[config.mk]
export PLATFORM = sky130hd
export DESIGN_NAME = ubdf_regs
export DESIGN_NICKNAME = d
export VERILOG_FILES = /design/src/verilog/ubdf_bit_tick.v /design/src/verilog/ubdf_regs.v
export VERILOG_INCLUDE_DIRS = /design/src /design/src/pkg
export SDC_FILE = /design/constraint.sdc
export NUM_CORES = 1
export LEC_CHECK = 0
export BUFFER_PORTS_ARGS = -buffer_cell sky130_fd_sc_hd__buf_2
export CAP_MARGIN = 20
export CELL_PAD_IN_SITES_DETAIL_PLACEMENT = 0
export CELL_PAD_IN_SITES_GLOBAL_PLACEMENT = 1
export CORE_MARGIN = 3
export CORE_UTILIZATION = 36
export CTS_CLUSTER_SIZE = 28
export DETAILED_ROUTE_END_ITERATION = 10
export PLACE_DENSITY = 0.78
export SETUP_SLACK_MARGIN = 0.4
export SLEW_MARGIN = 20
export SYNTH_ARGS = -nofsm -noshare
export SYNTH_HDL_FRONTEND = slang
export SYNTH_SLANG_ARGS = --single-unit
[constraint.sdc]
create_clock -name i_sys_clk -period 2.5 [get_ports i_sys_clk]
set_input_delay 0.125 -clock i_sys_clk [delete_from_list [all_inputs] [get_ports i_sys_clk]]
set_output_delay 0.125 -clock i_sys_clk [all_outputs]
set_load 0.02 [all_outputs]
[src/pkg/ubdf_defs.vh]
/*
  Register offsets, field positions, reset values and timing counts for the
  bulk list, completed-descriptor and frame timing register bank.
  Assumes inclusion by bare name from the design files.
*/
`ifndef UBDF_DEFS_VH
`define UBDF_DEFS_VH

`define UBDF_OFS_BULK_HEAD     8'h28
`define UBDF_OFS_BULK_CUR      8'h2c
`define UBDF_OFS_DONE_HEAD     8'h30
`define UBDF_OFS_FRAME_CFG     8'h34
`define UBDF_OFS_FRAME_LEFT    8'h38

`define UBDF_PTR_MSB           31
`define UBDF_PTR_LSB           4
`define UBDF_LEN_MSB           13
`define UBDF_BUDGET_MSB        30
`define UBDF_BUDGET_LSB        16
`define UBDF_TOGGLE_BIT        31

`define UBDF_FRAME_LEN_RST     14'h2edf
`define UBDF_PTR_RST           28'h0000000

// Bit time is 1/12 MHz; the divider approximates it from the system clock.
`define UBDF_BIT_NS            84
`define UBDF_CLK_NS            100

`endif

[src/verilog/ubdf_bit_tick.v]
/*
  Bit-time enable divider: one-cycle pulse every DIV clock cycles.
  Assumes a single system clock and synchronous active-high reset.
*/
`timescale 1ns/1ps
module ubdf_bit_tick #(
  parameter DIV = 1
) (
  input  wire i_sys_clk,
  input  wire i_rst,
  input  wire i_run,
  output reg  o_tick
);
  reg [15:0] cnt_reg;

  always @(posedge i_sys_clk) begin
    if (i_rst || !i_run) begin
      cnt_reg <= 16'h0000;
      o_tick  <= 1'b0;
    end else if (cnt_reg == DIV[15:0] - 16'h0001) begin
      cnt_reg <= 16'h0000;
      o_tick  <= 1'b1;
    end else begin
      cnt_reg <= cnt_reg + 16'h0001;
      o_tick  <= 1'b0;
    end
  end
endmodule

[src/verilog/ubdf_regs.v]
/*
  Bulk list pointers, completed-descriptor head and frame timing registers.
  Assumes a simple synchronous register port from the driver side and a
  list engine that pulses its requests for one cycle.
*/
// Operation
// - Bulk traversal starts at the bulk head pointer, loaded at initialisation.
// - Bulk endpoints are served round-robin in insertion order.
// - After serving, current pointer advances; next frame resumes from it.
// - At list end, if filled flag set copy head to current, clear flag.
// - Current pointer resets to zero, meaning end of list.
// - Pointer fields are bits 31..4; bits 3..0 reserved, written zero.
// - On completion, old done head goes out as next link, then replaced.
// - Writing done head to shared area clears the done head to zero.
// - Frame length field bits 13..0 resets to 11999 bit times.
// - Largest packet budget loads into its counter at every frame start.
// - Bits-left counter decrements per bit time, reloads after zero.
// - At zero, interval toggle is copied into the remaining toggle.
// - Entering operational state reloads the bits-left counter.
// - Registers at 28h, 2Ch, 30h, 34h, 38h, 32 bits, read/write.
// - Each bits-left reload at zero increments the 16-bit frame count, wrapping.
`timescale 1ns/1ps
`include "ubdf_defs.vh"
module ubdf_regs #(
  parameter BIT_DIV = 1
) (
  input  wire        i_sys_clk,
  input  wire        i_rst,
  input  wire        i_reg_wr,
  input  wire        i_reg_rd,
  input  wire [7:0]  i_reg_addr,
  input  wire [31:0] i_reg_wdata,
  output reg  [31:0] o_reg_rdata,
  output reg         o_reg_ack,
  input  wire        i_bulk_list_enable,
  input  wire        i_operational_state,
  input  wire        i_bulk_list_filled,
  output reg         o_bulk_list_filled_clr,
  input  wire        i_head_load,
  input  wire [31:0] i_head_load_addr,
  input  wire        i_ed_served,
  input  wire [31:0] i_ed_next_addr,
  input  wire        i_list_end,
  input  wire        i_td_done,
  input  wire [31:0] i_td_addr,
  input  wire        i_done_writeback,
  output reg  [31:0] o_td_next_link,
  output reg         o_td_next_link_vld,
  output reg  [31:0] o_bulk_current_addr,
  output reg  [14:0] o_packet_budget_cnt,
  output reg         o_frame_start,
  output reg  [15:0] o_frame_count
);

  //////////////////////////////////////////////////////////////////////////
  reg [27:0] bulk_head_addr_reg;
  reg [27:0] bulk_current_addr_reg;
  reg [27:0] completed_list_head_addr_reg;
  reg        interval_toggle_reg;
  reg [14:0] largest_packet_budget_reg;
  reg [13:0] frame_length_reg;
  reg        remaining_toggle_reg;
  reg [13:0] bits_left_count_reg;
  reg        oper_d_reg;
  wire       bit_tick;
  wire       oper_rise;
  wire       wr_cur_ok;
  wire       cnt_zero;
  wire       reload;

  // Pointer view of a register: reserved low nibble always reads zero.
  function [31:0] ubdf_ptr;
    input [27:0] p;
    begin
      ubdf_ptr = {p, 4'h0};
    end
  endfunction

  function sel;
    input [7:0] a;
    input [7:0] ofs;
    begin
      sel = (a == ofs);
    end
  endfunction

  ubdf_bit_tick #(.DIV(BIT_DIV)) u_tick (
    .i_sys_clk (i_sys_clk),
    .i_rst     (i_rst),
    .i_run     (i_operational_state),
    .o_tick    (bit_tick)
  );

  assign oper_rise = i_operational_state & ~oper_d_reg;
  assign cnt_zero  = (bits_left_count_reg == 14'h0000);
  assign reload    = bit_tick & cnt_zero;
  assign wr_cur_ok = i_reg_wr & sel(i_reg_addr, `UBDF_OFS_BULK_CUR)
                     & ~i_bulk_list_enable;

  //////////////////////////////////////////////////////////////////////////
  // Bulk list pointers.
  always @(posedge i_sys_clk) begin
    if (i_rst) begin
      bulk_head_addr_reg     <= `UBDF_PTR_RST;
      bulk_current_addr_reg  <= `UBDF_PTR_RST;
      o_bulk_list_filled_clr <= 1'b0;
    end else begin
      o_bulk_list_filled_clr <= 1'b0;
      if (i_head_load)
        bulk_head_addr_reg <= i_head_load_addr[31:4];
      else if (i_reg_wr && sel(i_reg_addr, `UBDF_OFS_BULK_HEAD))
        bulk_head_addr_reg <= i_reg_wdata[31:4];
      if (i_list_end) begin
        if (i_bulk_list_filled) begin
          bulk_current_addr_reg  <= bulk_head_addr_reg;
          o_bulk_list_filled_clr <= 1'b1;
        end
      end else if (i_ed_served) begin
        bulk_current_addr_reg <= i_ed_next_addr[31:4];
      end else if (wr_cur_ok) begin
        bulk_current_addr_reg <= i_reg_wdata[31:4];
      end
    end
  end

  //////////////////////////////////////////////////////////////////////////
  // Completed descriptor queue head. A completion in the writeback cycle
  // wins, so no finished descriptor is dropped from the queue.
  always @(posedge i_sys_clk) begin
    if (i_rst) begin
      completed_list_head_addr_reg <= `UBDF_PTR_RST;
      o_td_next_link               <= 32'h00000000;
      o_td_next_link_vld           <= 1'b0;
    end else begin
      o_td_next_link_vld <= 1'b0;
      if (i_td_done) begin
        o_td_next_link     <= ubdf_ptr(completed_list_head_addr_reg);
        o_td_next_link_vld <= 1'b1;
        completed_list_head_addr_reg <= i_td_addr[31:4];
      end else if (i_done_writeback) begin
        completed_list_head_addr_reg <= `UBDF_PTR_RST;
      end else if (i_reg_wr && sel(i_reg_addr, `UBDF_OFS_DONE_HEAD)) begin
        completed_list_head_addr_reg <= i_reg_wdata[31:4];
      end
    end
  end

  //////////////////////////////////////////////////////////////////////////
  // Frame interval configuration and bits-left counter.
  always @(posedge i_sys_clk) begin
    if (i_rst) begin
      interval_toggle_reg       <= 1'b0;
      largest_packet_budget_reg <= 15'h0000;
      frame_length_reg          <= `UBDF_FRAME_LEN_RST;
      remaining_toggle_reg      <= 1'b0;
      bits_left_count_reg       <= 14'h0000;
      oper_d_reg                <= 1'b0;
      o_packet_budget_cnt       <= 15'h0000;
      o_frame_start             <= 1'b0;
      o_frame_count             <= 16'h0000;
    end else begin
      oper_d_reg    <= i_operational_state;
      o_frame_start <= 1'b0;
      if (i_reg_wr && sel(i_reg_addr, `UBDF_OFS_FRAME_CFG)) begin
        interval_toggle_reg <= i_reg_wdata[`UBDF_TOGGLE_BIT];
        largest_packet_budget_reg <=
          i_reg_wdata[`UBDF_BUDGET_MSB:`UBDF_BUDGET_LSB];
        frame_length_reg <= i_reg_wdata[`UBDF_LEN_MSB:0];
      end
      if (oper_rise) begin
        bits_left_count_reg <= frame_length_reg;
      end else if (reload) begin
        bits_left_count_reg  <= frame_length_reg;
        remaining_toggle_reg <= interval_toggle_reg;
        o_frame_count        <= o_frame_count + 16'h0001;
        o_packet_budget_cnt  <= largest_packet_budget_reg;
        o_frame_start        <= 1'b1;
      end else if (bit_tick) begin
        bits_left_count_reg <= bits_left_count_reg - 14'h0001;
      end else if (i_reg_wr && sel(i_reg_addr, `UBDF_OFS_FRAME_LEFT)) begin
        remaining_toggle_reg <= i_reg_wdata[`UBDF_TOGGLE_BIT];
        bits_left_count_reg  <= i_reg_wdata[`UBDF_LEN_MSB:0];
      end
    end
  end

  //////////////////////////////////////////////////////////////////////////
  // Read port; unmapped offsets return zero.
  always @(posedge i_sys_clk) begin
    if (i_rst) begin
      o_reg_rdata         <= 32'h00000000;
      o_reg_ack           <= 1'b0;
      o_bulk_current_addr <= 32'h00000000;
    end else begin
      o_reg_ack           <= i_reg_rd | i_reg_wr;
      o_bulk_current_addr <= ubdf_ptr(bulk_current_addr_reg);
      if (i_reg_rd) begin
        case (i_reg_addr)
          `UBDF_OFS_BULK_HEAD:
            o_reg_rdata <= ubdf_ptr(bulk_head_addr_reg);
          `UBDF_OFS_BULK_CUR:
            o_reg_rdata <= ubdf_ptr(bulk_current_addr_reg);
          `UBDF_OFS_DONE_HEAD:
            o_reg_rdata <= ubdf_ptr(completed_list_head_addr_reg);
          `UBDF_OFS_FRAME_CFG:
            o_reg_rdata <= {interval_toggle_reg, largest_packet_budget_reg,
                            2'b00, frame_length_reg};
          `UBDF_OFS_FRAME_LEFT:
            o_reg_rdata <= {remaining_toggle_reg, 17'h00000,
                            bits_left_count_reg};
          default:
            o_reg_rdata <= 32'h00000000;
        endcase
      end
    end
  end
endmodule
==> qor.yml <==
cells_and_area:
  area_growth_pct: 35.61
  drive_gt1_share_pct: 24.29
  num-nets-final: 1883
  fillers: 3184
  largest_reg_flops: 32
  regMostFlops: "o_reg_rdata"
  stdcell_count: 2198
sta:
  finalSetupViolCount: 0
  worst_slew_pin_slew_ns: 1.025
  finalClockSkew_ns: 0.01055
  final_hold_viol_count: 0
  fmax_ghz: 0.4255
  setup_tns_ns: 0
  fin_ws_ns: 0.1500
  slew_headroom_pct: 31.58
  grt_setup_unrepaired: "true"
  period_share_pct: 94.00
  slew_violations: 0
  fin_crit_ns: 2.350
route:
  detail-route-antenna-nets: 0
  wl_per_cell_um: 18.81
  drcViolationCount: 0
  vias: 11278
  drt_wl_total_um: 41340
  drtPass1Iterations: 5
  avgViaCountPerCell: 5.131
  first_iter_violations: 699
floorplanning:
  fp-row-count: 66
  ioPinCount: 279
  core_area_um2: 32870
  dieWidth_um: 189.5
  die_area_um2: 35900
  chipHeight_um: 189.5
  start_util_pct: 36.88
placement:
  gp_congestion: 0.8095
  io_buffers: 258
  hpwl_um: 27570
  dp.cells: 2019
  detailedPlace.worstSlack_ns: 0.1876
logic_synthesis:
  ys_types: 50
  synth_area_um2: 12120
  syn_inst: 1390
  synthFlopType: "dfxtp_1"
  ys.warnings.count: 0
  synth-edff-count: 0
  avgSynthCellArea_um2: 8.720
  seq_area_frac_synth_pct: 44.60
  async_flop_share_pct: 0
  synth_seq_cells: 270
clock_network:
  clock_latency_ns: 0.55
  numCtsBuffers: 30
  cts.sinks: 270
  clockBufferDepth: 3
  cts_tree: "done"
  clkTransAtPathRegs_ns: 0.06
  cts-root-buf: "clkbuf_16"
  h-tree-depth: 1
setup_path:
  cp.arrival_ns: 2.83
  crit_path_max_fanout: 6
  reg2reg_slack_ns: 0.15
  path_class: "flop to flop"
  cp-end-kind: "flop"
  path_buf_inv: 1
  crit_path_top_delay_cell: "or4_4"
  worstPathRequired_ns: 2.98
  path_cells: "or3b_2, or4_4, buf_12, or4_1, a21oi_1"
  cpPeakStageDelay_ns: 0.58
  startpoint_type: "flop"
  crit_family: "simple AND/OR/NAND/NOR gates"
global_route:
  grt-ovfl-total: 0
  first_global_vias: 10835
  antenna_found_initial: 1
  grt_max_degree: 139
  track_usage_pct: 21.67
  grt_pass1_wl_um: 61760
pwr:
  power.density_nw_per_um2: 639.2
  power.leakage_uw: 0.007079
  ir_drop_mv: 0.5596
  total_power_uw: 10510
run:
  cap_violations: 0
worst_hold_path:
  hold_class: "input pin to flop"
outcome:
  status: "completed"
[cell usage in the layout, fill, tap and decap left out, types with 6 or more instances in the layout]
cell type,instances
clkbuf_8,10
a21oi_1,72
a311oi_1,7
buf_4,46
xor2_1,11
nand2_1,137
nand3b_1,11
nor3_4,9
a211o_1,7
mux2i_1,165
nand2b_1,16
conb_1,8
and2_1,7
nand3_1,10
a211oi_1,57
o21ai_0,67
buf_12,8
nor2b_1,38
a311oi_2,6
nand4_1,9
a221oi_1,16
clkbuf_16,31
inv_1,8
o2bb2ai_1,10
or3_1,7
dlygate4sd3_1,97
nor3b_1,29
nor2_1,214
dfxtp_1,267
o211ai_1,6
buf_6,7
xnor2_1,19
buf_2,256
nor4_4,7
clkbuf_1,7
[through the flow]
step / area (µm²) / hold WS [ns] / utilization [%]
finish: 16440 / 0.01474 / 50.01
global placement: 13920 / 0.3639 / 42.34
CTS: 16090 / 0.004305 / 48.95
floorplan: 12230 / 0.2158 / -
global route: 16430 / 0.05490 / 50.00
detailed placement: 13920 / 0.3762 / 42.34
[area by class of cell]
class                      count  area, µm²  share of cell area [%]
inverter                      10      37.54                  0.2284
timing repair buffer         416       2879                   17.52
tap                          442      553.0                   3.365
multi-input combinational   1003       6545                   39.82
clock buffer                  48      939.7                   5.717
antenna                        2      5.005                 0.03045
sequential                   270       5411                   32.92
clock inverter                 7      66.31                  0.4034
[cells in the mapped netlist (4+ instances only)]
master	instances	area (µm²)
nor4_1	9	56.30
a211oi_1	57	427.9
nor2_1	218	818.3
nand2b_1	16	100.1
a211o_1	8	70.07
buf_4	8	60.06
and4_1	5	43.79
o21ai_0	68	340.3
a21oi_1	73	365.4
buf_6	4	45.04
nand3b_1	11	82.58
nand2_1	142	533.0
buf_1	17	63.81
nor3b_1	29	217.7
inv_1	10	37.54
a221oi_1	16	140.1
xnor2_1	20	175.2
or3_1	7	43.79
o2bb2ai_1	10	87.58
o211ai_1	6	45.04
dfxtp_1	270	5405
a311oi_1	13	113.9
ha_1	4	50.05
nand4_1	9	56.30
nor2b_1	38	237.7
nor3_1	13	65.06
clkbuf_1	84	315.3
mux2i_1	166	1662
and2_1	7	43.79
xor2_1	11	96.34
nand3_1	10	50.05
[path summary, 6_finish.rpt]
path / start / to / cells after the start
worst min register to register: o_reg_rdata[30]$_SDFFE_PP0P_ / o_reg_rdata[30]$_SDFFE_PP0P_ / 2
worst max register to register: bits_left_count_reg[12]$_SDFFE_PP0P_ / o_frame_count[4]$_SDFFE_PP0P_ / 5
worst min-delay path: i_ed_next_addr[28] / bulk_current_addr_reg[24]$_SDFFE_PP0P_ / 5
worst max-delay path: bits_left_count_reg[12]$_SDFFE_PP0P_ / o_frame_count[4]$_SDFFE_PP0P_ / 5
[cells by family after synthesis]
logic type | share of synthesized area, %
DFF | 44.60
muxes | 13.80
other | 0.03094
and+or+nand+nor | 20.71
adders and majority gates | 0.4129
AOI/OAI and AO/OA | 13.66
buffers and inverters | 4.552
xor gates and xnor gates | 2.240
[worst register-to-register path, cell delays in order, from the launching register on]
cell,delay (ns)
dfxtp_1,0.38
or3b_2,0.56
or4_4,0.58
buf_12,0.17
or4_1,0.46
a21oi_1,0.13
[report_power, final]
part	switching, µW	internal [µW]	leakage (µW)
Sequential	136	4470	0.00220
Clock	1790	2660	0.000496
Combinational	799	656	0.00438
[repair_timing]
item / in CTS / in global routing
setup buffers: 9 / 11
hold buffers: 98 / 0
pin swaps: 14 / 40
endpoints found under the hold margin: 132 / 0
gates cloned: 2 / 2
endpoints found under the setup margin: 43 / 50
gates resized for setup: 13 / 48
[per-layer routing]
layer,GRT usage (%),wire length (µm),part of all wire [%]
met1,29.49,18750,45
met2,35.65,19100,46
met3,3.407,2277,5.5
met4,6.255,1205,2.9
met5,0,0,0
Power figures use the tool's default switching activity.
